$ cat config.mk
export PLATFORM = sky130hd
export DESIGN_NAME = sat_translator
export DESIGN_NICKNAME = d
export VERILOG_FILES = /design/src/hdl/sat_pkg.sv /design/src/hdl/sat_tbl_if.sv /design/src/hdl/sat_table.sv /design/src/hdl/sat_translator.sv
export SDC_FILE = /design/constraint.sdc
export NUM_CORES = 1
export LEC_CHECK = 0
export BUFFER_PORTS_ARGS = -buffer_cell sky130_fd_sc_hd__buf_2
export CORE_UTILIZATION = 48
export DETAILED_ROUTE_END_ITERATION = 12
export PLACE_DENSITY = 0.77
export SLEW_MARGIN = 30
export SYNTH_ARGS = -nofsm -noshare
export SYNTH_HDL_FRONTEND = slang
export SYNTH_SLANG_ARGS = --single-unit
$ cat constraint.sdc
create_clock -name clk -period 2.32 [get_ports clk]
set_input_delay 0.232 -clock clk [delete_from_list [all_inputs] [get_ports clk]]
set_output_delay 0.232 -clock clk [all_outputs]
set_load 0.005 [all_outputs]
$ cat src/hdl/sat_pkg.sv
package sat_pkg;

    // ----------------------------------------------------------------
    // geometry of the logical space
    // ----------------------------------------------------------------
    localparam int SAT_SLOTS = 10;
    localparam int SAT_ID_W = 4;
    localparam int SAT_TBL_W = SAT_SLOTS * SAT_ID_W;
    localparam int SAT_GROUP_BYTES = 524288;
    localparam int SAT_LOG_TOP = 5242879;
    localparam int SAT_ADDR_W = 24;
    localparam int SAT_FIELD_W = 5;
    localparam int SAT_OFS_W = 19;
    localparam int SAT_PREF_OFS_W = 12;
    localparam int SAT_BLOCK_W = 7;
    localparam int SAT_LBASE_W = 11;
    localparam int SAT_BASE_IN_W = 12;

    // ----------------------------------------------------------------
    // field positions (bit 8 of the printed address is index 23 here)
    // ----------------------------------------------------------------
    localparam int SAT_FIELD_HI = 23;
    localparam int SAT_FIELD_LO = 19;
    localparam int SAT_PREF_HI = 23;
    localparam int SAT_PREF_LO = 12;
    localparam int SAT_BIT8_POS = 11;
    localparam int SAT_LSLOT_HI = 10;
    localparam int SAT_LSLOT_LO = 7;

    // ----------------------------------------------------------------
    // identifiers, slots and reset values
    // ----------------------------------------------------------------
    localparam logic [3:0] SAT_ID_NONE = 4'h0;
    localparam logic [3:0] SAT_ID_MAX = 4'ha;
    localparam logic [3:0] SAT_LAST_SLOT = 4'h9;
    localparam logic [3:0] SAT_FIRST_SLOT = 4'h0;
    localparam logic [1:0] SAT_WRAP_LIMIT = 2'h2;
    localparam logic [SAT_TBL_W-1:0] SAT_TBL_RST = 40'h00_0000_0000;
    localparam logic [SAT_LBASE_W-1:0] SAT_LBASE_RST = 11'h000;
    localparam logic [3:0] SAT_PBASE_RST = 4'h0;

    typedef enum logic [1:0] {SAT_IDLE, SAT_STEP, SAT_HALT} sat_step_e;

    // an identifier names a real element only from 1 through A
    function automatic logic sat_valid_id(input logic [3:0] id);
        return (id != SAT_ID_NONE) && (id <= SAT_ID_MAX);
    endfunction

    // element n starts at group n-1 of the physical space
    function automatic logic [SAT_FIELD_W-1:0] sat_phys_field(input logic [3:0] id);
        logic [3:0] g;
        g = id - 4'h1;
        return {1'b0, g};
    endfunction

endpackage

$ cat src/hdl/sat_tbl_if.sv
`timescale 1ns/1ps
interface sat_tbl_if;
    import sat_pkg::*;
    logic load;
    logic [SAT_TBL_W-1:0] data;
    logic [3:0] idx_a;
    logic [3:0] idx_b;
    logic [3:0] id_a;
    logic [3:0] id_b;
    modport tbl (input load, input data, input idx_a, input idx_b, output id_a, output id_b);
    modport user (output load, output data, output idx_a, output idx_b, input id_a, input id_b);
endinterface

$ cat src/hdl/sat_table.sv
`timescale 1ns/1ps
module sat_table
    import sat_pkg::*;
#(
    parameter int SLOTS = SAT_SLOTS
)
(
    input wire logic clk,
    input wire logic srst,
    sat_tbl_if.tbl tp
);

    logic [3:0] slot_r [SLOTS];

    // ----------------------------------------------------------------
    // slot storage: first slot sits in the top nibble of the load word
    // ----------------------------------------------------------------
    genvar g;
    generate
        for (g = 0; g < SLOTS; g++)
        begin : g_slot
            always_ff @(posedge clk)
            begin
                if (srst)
                    slot_r[g] <= SAT_TBL_RST[g*4 +: 4];
                else if (tp.load)
                    slot_r[g] <= tp.data[(SLOTS-1-g)*4 +: 4]; // [RULE_04]
            end
        end
    endgenerate

    // ----------------------------------------------------------------
    // lookup: out-of-range slots read as unassigned
    // ----------------------------------------------------------------
    function automatic logic [3:0] lookup(input logic [3:0] idx);
        logic [3:0] v;
        v = SAT_ID_NONE;
        if (int'(idx) < SLOTS)
            v = slot_r[idx];
        return v;
    endfunction

    assign tp.id_a = lookup(tp.idx_a); // [RULE_03]
    assign tp.id_b = lookup(tp.idx_b); // [RULE_11]

endmodule

$ cat src/hdl/sat_translator.sv
`timescale 1ns/1ps
// Functional notes
// RULE_01: logical space is ten consecutive 524,288-byte groups, addresses 0 to 5,242,879.
// RULE_02: logical bits 13-31 pass unchanged as the offset inside the element.
// RULE_03: logical bits 8-12 pick a slot whose identifier replaces that field.
// RULE_04: translation table holds ten four-bit physical element identifiers.
// RULE_05: normal accesses use only the translation table, never the base registers.
// RULE_06: access is preferential exactly when logical bits 8-19 are all zero.
// RULE_07: preferential address: bits 20-31 logical, 13-19 logical base, 9-12 physical base.
// RULE_08: preferential area may sit in any of 128 blocks of any element.
// RULE_09: base bit 8 is not stored but checked; one raises invalid address check.
// RULE_10: physical base refreshes whenever logical base is loaded or stepped; code refreshes it on a step only when the slot holds 1 through A.
// RULE_11: logical base bits 9-12 select a slot copied into the physical base.
// RULE_12: on element failure step slots to next configured element, keep bits 13-19.
// RULE_13: no alternate by second decode of slot 10: stop, hard stop, error log call.
// RULE_14: identifier 0 is unassigned, 1 to A are elements, B to F invalid.
// RULE_15: while stepping only identifiers 1 through A count as configured.
module sat_translator
    import sat_pkg::*;
(
    input wire logic clk,
    input wire logic srst,
    input wire logic tbl_load,
    input wire logic [sat_pkg::SAT_TBL_W-1:0] tbl_data,
    input wire logic acc_req,
    input wire logic [sat_pkg::SAT_ADDR_W-1:0] acc_addr,
    input wire logic [sat_pkg::SAT_BASE_IN_W-1:0] base_data,
    input wire logic load_pref_base_op,
    input wire logic initial_program_load,
    input wire logic program_status_word_restart,
    input wire logic external_start,
    input wire logic elem_fail,
    output logic phys_valid,
    output logic [sat_pkg::SAT_ADDR_W-1:0] phys_addr,
    output logic phys_pref,
    output logic addr_check,
    output logic base_check,
    output logic [3:0] phys_base_id,
    output logic [sat_pkg::SAT_LBASE_W-1:0] logical_base,
    output logic stepping,
    output logic hard_stop,
    output logic error_log_call
);
    import sat_pkg::*;

    sat_tbl_if tif ();

    logic phys_valid_r;
    logic [SAT_ADDR_W-1:0] phys_addr_r;
    logic phys_pref_r;
    logic addr_check_r;
    logic base_check_r;
    logic [3:0] pbase_r;
    logic [SAT_LBASE_W-1:0] lbase_r;
    logic stepping_r;
    logic hard_stop_r;
    logic log_call_r;
    logic refresh_r;
    logic [1:0] wraps_r;
    sat_step_e st_r;

    logic any_load;
    logic is_pref;
    logic [SAT_FIELD_W-1:0] lfield;
    logic [3:0] lslot;
    logic [3:0] next_slot;
    logic found;
    logic give_up;
    logic step_adv;

    // ----------------------------------------------------------------
    // table hookup
    // ----------------------------------------------------------------
    sat_table #(.SLOTS(SAT_SLOTS)) u_tbl (
        .clk(clk),
        .srst(srst),
        .tp(tif.tbl)
    );

    assign tif.load = tbl_load;
    assign tif.data = tbl_data;
    assign lfield = acc_addr[SAT_FIELD_HI:SAT_FIELD_LO];
    assign tif.idx_a = lfield[3:0];
    assign lslot = lbase_r[SAT_LSLOT_HI:SAT_LSLOT_LO];
    assign tif.idx_b = lslot;

    // ----------------------------------------------------------------
    // decode
    // ----------------------------------------------------------------
    assign any_load = load_pref_base_op | initial_program_load |
                      program_status_word_restart | external_start;
    assign is_pref = (acc_addr[SAT_PREF_HI:SAT_PREF_LO] == '0); // [RULE_06]
    assign next_slot = (lslot == SAT_LAST_SLOT) ? SAT_FIRST_SLOT : lslot + 4'h1;
    assign found = sat_valid_id(tif.id_b); // [RULE_15]
    assign give_up = (lslot == SAT_LAST_SLOT) && (wraps_r == SAT_WRAP_LIMIT);
    assign step_adv = (st_r == SAT_IDLE && elem_fail) ||
                      (st_r == SAT_STEP && !found && !give_up); // [RULE_12]

    // ----------------------------------------------------------------
    // address path, one cycle of latency
    // ----------------------------------------------------------------
    always_ff @(posedge clk)
    begin
        if (srst)
        begin
            phys_valid_r <= 1'b0;
            phys_addr_r <= '0;
            phys_pref_r <= 1'b0;
            addr_check_r <= 1'b0;
        end
        else
        begin
            phys_valid_r <= acc_req;
            phys_pref_r <= acc_req & is_pref;
            if (acc_req && is_pref)
            begin
                // any of 128 blocks via the stored block number [RULE_08]
                phys_addr_r <= {sat_phys_field(pbase_r), lbase_r[SAT_BLOCK_W-1:0],
                                acc_addr[SAT_PREF_OFS_W-1:0]}; // [RULE_07]
                // mid-search the base still names the dead element, so refuse
                addr_check_r <= !sat_valid_id(pbase_r) || stepping_r; // [RULE_14]
            end
            else if (acc_req)
            begin
                // fields 10 and up lie beyond the ten groups [RULE_01]
                phys_addr_r <= {sat_phys_field(tif.id_a),
                                acc_addr[SAT_OFS_W-1:0]}; // [RULE_02] [RULE_03] [RULE_05]
                addr_check_r <= (lfield >= SAT_FIELD_W'(SAT_SLOTS)) ||
                                !sat_valid_id(tif.id_a); // [RULE_14]
            end
            else
                addr_check_r <= 1'b0;
        end
    end

    // ----------------------------------------------------------------
    // logical base: loaded by software or stepped on failure
    // ----------------------------------------------------------------
    always_ff @(posedge clk)
    begin
        if (srst)
        begin
            lbase_r <= SAT_LBASE_RST;
            base_check_r <= 1'b0;
            refresh_r <= 1'b0;
        end
        else
        begin
            base_check_r <= any_load & base_data[SAT_BIT8_POS]; // [RULE_09]
            refresh_r <= any_load && st_r != SAT_STEP;
            // a load mid-search is dropped so the slot walk cannot be cut short
            if (any_load && st_r != SAT_STEP)
                lbase_r <= base_data[SAT_LBASE_W-1:0]; // [RULE_09] [RULE_10]
            else if (step_adv)
                lbase_r[SAT_LSLOT_HI:SAT_LSLOT_LO] <= next_slot; // [RULE_12]
        end
    end

    // ----------------------------------------------------------------
    // physical base follows the slot that the logical base names
    // ----------------------------------------------------------------
    always_ff @(posedge clk)
    begin
        if (srst)
            pbase_r <= SAT_PBASE_RST;
        else if (refresh_r || (st_r == SAT_STEP && found))
            pbase_r <= tif.id_b; // [RULE_10] [RULE_11]
    end

    // ----------------------------------------------------------------
    // alternate element search
    // ----------------------------------------------------------------
    always_ff @(posedge clk)
    begin
        if (srst)
        begin
            st_r <= SAT_IDLE;
            wraps_r <= 2'h0;
            stepping_r <= 1'b0;
            hard_stop_r <= 1'b0;
            log_call_r <= 1'b0;
        end
        else
        begin
            log_call_r <= 1'b0;
            unique case (st_r)
                SAT_IDLE:
                    if (elem_fail)
                    begin
                        st_r <= SAT_STEP;
                        stepping_r <= 1'b1;
                        wraps_r <= (next_slot == SAT_LAST_SLOT) ? 2'h1 : 2'h0;
                    end
                SAT_STEP:
                    if (found)
                    begin
                        st_r <= SAT_IDLE;
                        stepping_r <= 1'b0;
                    end
                    else if (give_up)
                    begin
                        st_r <= SAT_HALT; // [RULE_13]
                        stepping_r <= 1'b0;
                        hard_stop_r <= 1'b1;
                        log_call_r <= 1'b1;
                    end
                    else if (next_slot == SAT_LAST_SLOT)
                        wraps_r <= wraps_r + 2'h1; // [RULE_13]
                SAT_HALT:
                    // only a fresh program load leaves the hard stop
                    if (initial_program_load)
                    begin
                        st_r <= SAT_IDLE;
                        hard_stop_r <= 1'b0;
                    end
            endcase
        end
    end

    assign phys_valid = phys_valid_r;
    assign phys_addr = phys_addr_r;
    assign phys_pref = phys_pref_r;
    assign addr_check = addr_check_r;
    assign base_check = base_check_r;
    assign phys_base_id = pbase_r;
    assign logical_base = lbase_r;
    assign stepping = stepping_r;
    assign hard_stop = hard_stop_r;
    assign error_log_call = log_call_r;

    // ----------------------------------------------------------------
    // checks
    // ----------------------------------------------------------------
    a_offset_pass: assert property (@(posedge clk) disable iff (srst) // [RULE_02]
        acc_req && !is_pref |=> phys_addr[SAT_OFS_W-1:0] == $past(acc_addr[SAT_OFS_W-1:0]))
        else $error("offset not passed through");
    a_normal_field: assert property (@(posedge clk) disable iff (srst) // [RULE_03]
        acc_req && !is_pref |=> phys_addr[SAT_FIELD_HI:SAT_FIELD_LO] ==
            sat_phys_field($past(tif.id_a)))
        else $error("element field not translated");
    a_class_pref: assert property (@(posedge clk) disable iff (srst) // [RULE_06]
        acc_req |=> phys_pref == ($past(acc_addr[SAT_PREF_HI:SAT_PREF_LO]) == '0))
        else $error("wrong access class");
    a_pref_compose: assert property (@(posedge clk) disable iff (srst) // [RULE_07]
        acc_req && is_pref |=> phys_addr[SAT_PREF_OFS_W-1:0] ==
            $past(acc_addr[SAT_PREF_OFS_W-1:0]) &&
            phys_addr[SAT_OFS_W-1:SAT_PREF_OFS_W] == $past(lbase_r[SAT_BLOCK_W-1:0]) &&
            phys_addr[SAT_FIELD_HI:SAT_FIELD_LO] == sat_phys_field($past(pbase_r)))
        else $error("preferential address malformed");
    a_bit8_check: assert property (@(posedge clk) disable iff (srst) // [RULE_09]
        any_load |=> base_check == $past(base_data[SAT_BIT8_POS]))
        else $error("base bit 8 check wrong");
    a_base_refresh: assert property (@(posedge clk) disable iff (srst) // [RULE_10]
        any_load && st_r == SAT_IDLE ##1 1'b1 |=> phys_base_id == $past(tif.id_b))
        else $error("physical base not refreshed");
    a_step_keep: assert property (@(posedge clk) disable iff (srst) // [RULE_12]
        st_r == SAT_STEP |=> $stable(logical_base[SAT_BLOCK_W-1:0]))
        else $error("block number changed while stepping");
    a_step_found: assert property (@(posedge clk) disable iff (srst) // [RULE_15]
        st_r == SAT_STEP && found |=> phys_base_id == $past(tif.id_b) && !stepping)
        else $error("found element not taken");
    a_step_bound: assert property (@(posedge clk) disable iff (srst) // [RULE_13]
        st_r == SAT_IDLE && elem_fail |=> ##[0:24] st_r != SAT_STEP)
        else $error("stepping did not end");
    a_halt_elc: assert property (@(posedge clk) disable iff (srst) // [RULE_13]
        $rose(hard_stop) |-> error_log_call && $past(lslot) == SAT_LAST_SLOT)
        else $error("hard stop without error log call");

    // ----------------------------------------------------------------
    // checks on the access path and the search
    // ----------------------------------------------------------------
    a_valid_pulse: assert property (@(posedge clk) disable iff (srst) // [RULE_02]
        1'b1 |=> phys_valid == $past(acc_req))
        else $error("result strobe does not follow request");
    a_field_range: assert property (@(posedge clk) disable iff (srst) // [RULE_01]
        acc_req && !is_pref && lfield >= SAT_FIELD_W'(SAT_SLOTS) |=> addr_check)
        else $error("address beyond ten groups not flagged");
    a_id_invalid: assert property (@(posedge clk) disable iff (srst) // [RULE_14]
        acc_req && !is_pref && !sat_valid_id(tif.id_a) |=> addr_check)
        else $error("unassigned or invalid element not flagged");
    a_lbase_load: assert property (@(posedge clk) disable iff (srst) // [RULE_10]
        any_load && st_r != SAT_STEP |=> logical_base == $past(base_data[SAT_LBASE_W-1:0]))
        else $error("logical base not loaded");
    a_step_advance: assert property (@(posedge clk) disable iff (srst) // [RULE_12]
        step_adv && !(any_load && st_r != SAT_STEP) |=> lslot == $past(next_slot))
        else $error("search did not move to the next slot");
    a_log_call_pulse: assert property (@(posedge clk) disable iff (srst) // [RULE_13]
        error_log_call |=> !error_log_call)
        else $error("error log call longer than one cycle");
    a_halt_hold: assert property (@(posedge clk) disable iff (srst) // [RULE_13]
        hard_stop && !initial_program_load |=> hard_stop)
        else $error("hard stop left without program load");

    c_pref_access: cover property (@(posedge clk) disable iff (srst)
        acc_req && is_pref ##1 !addr_check);
    c_step_found: cover property (@(posedge clk) disable iff (srst)
        st_r == SAT_STEP && found);
    c_hard_stop: cover property (@(posedge clk) disable iff (srst) $rose(hard_stop));
    c_base_load: cover property (@(posedge clk) disable iff (srst)
        load_pref_base_op ##2 sat_valid_id(phys_base_id));
    c_slot_wrap: cover property (@(posedge clk) disable iff (srst)
        st_r == SAT_STEP && next_slot == SAT_LAST_SLOT);

endmodule

==> summary.md <==
| Metric | Value |
|---|---|
| Critical Path Max Stage Delay | `550 ps` |
| Synthesized Nets | `532` |
| Vias per cell | `5.43` |
| Cell Count, Final, Fillers Out | `706` |
| Max clock buf depth | `2` |
| Netlist cell types | `71` |
| Global-route wire length before repair | `17300 um` |
| Die height | `102 um` |
| Post-synth EDFFs | `40` |
| Inserted Diodes | `0` |
| Buf/Inv on CP | `1` |
| Failing checks | `setup timing` |
| Synth Flop Type | `dfxtp_1` |
| Die area | `10300 um^2` |
| Total power | `5.00 mW` |
| Clk_lat worst skew | `360 ps` |
| Tmin final | `2350 ps` |
| Sink Count | `94` |
| Initial Util | `50.5%` |
| Share of layout cells above drive strength 1 | `36.6%` |
| WL/cell | `15.7 um` |
| Synthesis-to-layout area growth | `22.8%` |
| Pin count of the biggest net entering global routing | `44` |
| Final hold viol count | `0` |
| Crit path max-delay family | `compound AO/OA/AOI/OAI gates` |
| Fmax | `425 MHz` |
| R2R depth | `8` |
| Slowest-stage cell, CP | `mux4_1` |
| Largest fanout on the critical path | `6` |
| I/O pins | `131` |
| Post-cts hold buffer count | `0` |
| Post-Synth XOR/XNOR Area | `0.368%` |
| Die Wd | `102 um` |
| Worst Hold Class | `primary input to flop` |
| Syn Inst Count | `441` |
| Initial DRC Count | `79` |
| 1st-pass router iterations | `6` |
| Fin crit share | `102%` |
| P_leak | `2.49 nW` |
| # DRC | `0` |
| DP Cell Count | `687` |
| CTS H-tree lvls | `3` |
| Tightest Pin Transition | `592 ps` |
| Final setup viols | `1` |
| Final WS setup | `-34.9 ps` |
| CTS tree | `built` |
| Clk root buf | `clkbuf_8` |
| Cell depth of the worst setup path | `8` |
| Max cap viols | `0` |
| Crit start category | `flop` |
| Row Count | `35` |
| CP endpoint kind | `flop` |
| GPL Wtd Cong | `0.864` |
| Slew Viols, Final | `0` |
| Post-route ant nets | `0` |
| CP required | `2560 ps` |
| Simple-gate share of the synthesized area | `17.9%` |
| Cell breakdown of the critical path | `buf_12, mux4_1, o22a_4, a32oi_4, nand3_4, o21ai_4, a2111oi_4, a311o_1` |
| Main combinational cell family by area after synthesis | `simple AND/OR/NAND/NOR gates` |
| CP Class | `flop to flop` |
| GRT overflow | `0` |
| Total core area | `9420 um^2` |
| Peak supply drop | `384 uV` |
| Vias in the first global route | `3694` |
| Seq/Total Area, Yosys | `48.0%` |
| Critical path arrival | `2600 ps` |
| Asr flop ratio synth | `0%` |
| Synth Area in Adders | `1.58%` |
| Post-synthesis mux area share | `13.1%` |
| GRT Util Overall | `21.7%` |
| #FFs+latches synth | `94` |
| Max_slew headroom | `60.4%` |
| Final WL | `11100 um` |
| Syn Std Cell Area | `4760 um^2` |
| Status | `finished, violations left` |
| RSZ-0062 raised after global routing | `yes` |
| PortBufs | `129` |
| Hold depth | `3` |
| Max Clock Skew | `16.1 ps` |
| Routed via count | `3834` |
| Final #Nets | `663` |
| Post-synthesis compound-gate area fraction | `14.3%` |
| Clock transition at the registers of the reported paths | `100 ps` |
| Initial antenna violation count | `0` |
| Filler cell count | `794` |
| Pwr Density | `855 nW/um^2` |
| Cts bufs inserted | `9` |
| Post-DP HPWL | `8260 um` |
| Avg Cell Area, Syn | `10.8 um^2` |
| Synth warn | `0` |
-- flip-flops by register name, indices dropped and copies added (netlist names), named ones only --
| signal | cells |
|---|---|
| addr_check | 1 |
| base_check | 1 |
| error_log_call | 1 |
| hard_stop | 1 |
| logical_base | 11 |
| phys_addr | 23 |
| phys_base_id | 4 |
| phys_pref | 1 |
| phys_valid | 1 |
| refresh_r | 1 |
| st_r | 2 |
| stepping | 1 |
| u_tbl.slot_r | 40 |
| wraps_r | 2 |
-- through the flow --
stage	setup slack [ps]	utilization, %	setup TNS, ps	hold slack [ps]	instance area [um^2]
floorplan	132	-	0	315	4760
global placement	-18.7	58.7	-27.7	455	5530
detailed placement	-60.1	58.7	-84.5	465	5530
CTS	-10.7	60.9	-10.7	86.5	5740
global route	-110	62.0	-884	87.0	5840
finish	-34.9	62.0	-34.9	97.0	5840
-- synthesized netlist by cell type (all sizes together) (2+ instances only) --
master   count  area share (%)
dfxtp       54              23
and2        42             5.5
nor2        41             3.2
edfxtp      40              25
nand2       31             2.4
a21oi       28             2.9
mux2i       22             4.6
clkbuf      20             2.0
o21ai       18             2.1
mux4        16             7.7
a211oi      15             2.4
inv         11            0.87
buf          9             1.2
nand3        7            0.84
nor2b        7            0.92
nor3         7            0.74
ha           6             1.6
or2          5            0.71
a221oi       4            0.74
nand2b       4            0.68
nor4         4            0.53
and3         3            0.60
mux2         3            0.71
a2111oi      2            0.76
a21o         2            0.34
a22o         2            0.37
a31oi        2            0.58
nor3b        2            0.32
o2111ai      2            0.37
o211ai       2            0.42
o21a         2            0.32
o22a         2            0.42
o22ai        2            0.26
or2b         2            0.37
-- final timing paths --
| kind | startpoint | end | slack [ps] |
|---|---|---|---|
| worst max-delay path | flop | hard_stop$_SDFFE_PP0P_ | -30 |
| worst min-delay path | base_data[1] | logical_base[1]$_SDFFE_PP0P_ | 100 |
| worst max register to register | flop | hard_stop$_SDFFE_PP0P_ | -30 |
| worst min register to register | logical_base[1]$_SDFFE_PP0P_ | logical_base[1]$_SDFFE_PP0P_ | 480 |
-- final cells by class --
type,instances,area (um^2),share of cell area [%]
clock buffer,11,141,2.42
clock inverter,5,63.8,1.09
inverter,12,45.0,0.771
multi-input combinational,305,2320,39.8
sequential,94,2290,39.2
tap,129,161,2.76
timing repair buffer,150,820,14.0
-- layer usage --
metal | share of wire, % | vias up | routed length, um | global-route usage (%)
met5 | 0 | - | 0 | 0
met4 | 1.9 | 0 | 208 | 6.91
met3 | 4.8 | 20 | 535 | 4.97
met2 | 49 | 134 | 5380 | 36.2
met1 | 45 | 1818 | 4930 | 28.0
li1 | - | 1862 | - | -
-- worst min-delay path: cells and delay by family --
family	cells	cell delay (ps)
compound gates	1	50
simple gates	1	50
buf+inv	1	100
-- report_power, final --
| part | leakage [nW] | switching, mW | internal, mW | total (mW) |
|---|---|---|---|---|
| Clock | 0.102 | 0.591 | 0.541 | 1.13 |
| Combinational | 1.51 | 0.883 | 0.843 | 1.73 |
| Sequential | 0.877 | 0.210 | 1.93 | 2.14 |
| Total | 2.49 | 1.68 | 3.31 | 5.00 |
-- cells in the final DEF, fill, tap and decap left out, types with 7 or more instances in the layout --
cell type / Yosys / layout
a211oi_1: 15 / 14
a21oi_1: 28 / 28
and2_1: 42 / 42
buf_2: 2 / 129
buf_4: 1 / 19
clkbuf_8: 2 / 10
dfxtp_1: 54 / 52
edfxtp_1: 40 / 40
inv_1: 11 / 11
mux2i_1: 22 / 22
mux4_2: 14 / 14
nand2_1: 31 / 30
nor2_1: 41 / 41
nor2b_1: 7 / 7
o21ai_0: 9 / 9
o21ai_1: 8 / 8
-- cells by family after synthesis --
kind of cell / Yosys count
and+or+nand+nor: 161
muxes: 41
AOI/OAI and AO/OA: 94
adders and majority gates: 6
xor gates and xnor gates: 2
buffers and inverters: 42
other: 1
DFF: 94
-- what timing repair did --
action / 4_1_cts / 5_1_grt
endpoints found under the setup margin: 10 / 19
setup buffers: 0 / 3
pin swaps: 1 / 8
gates resized for setup: 3 / 13
No activity file was read; power rests on OpenSTA's default activity.
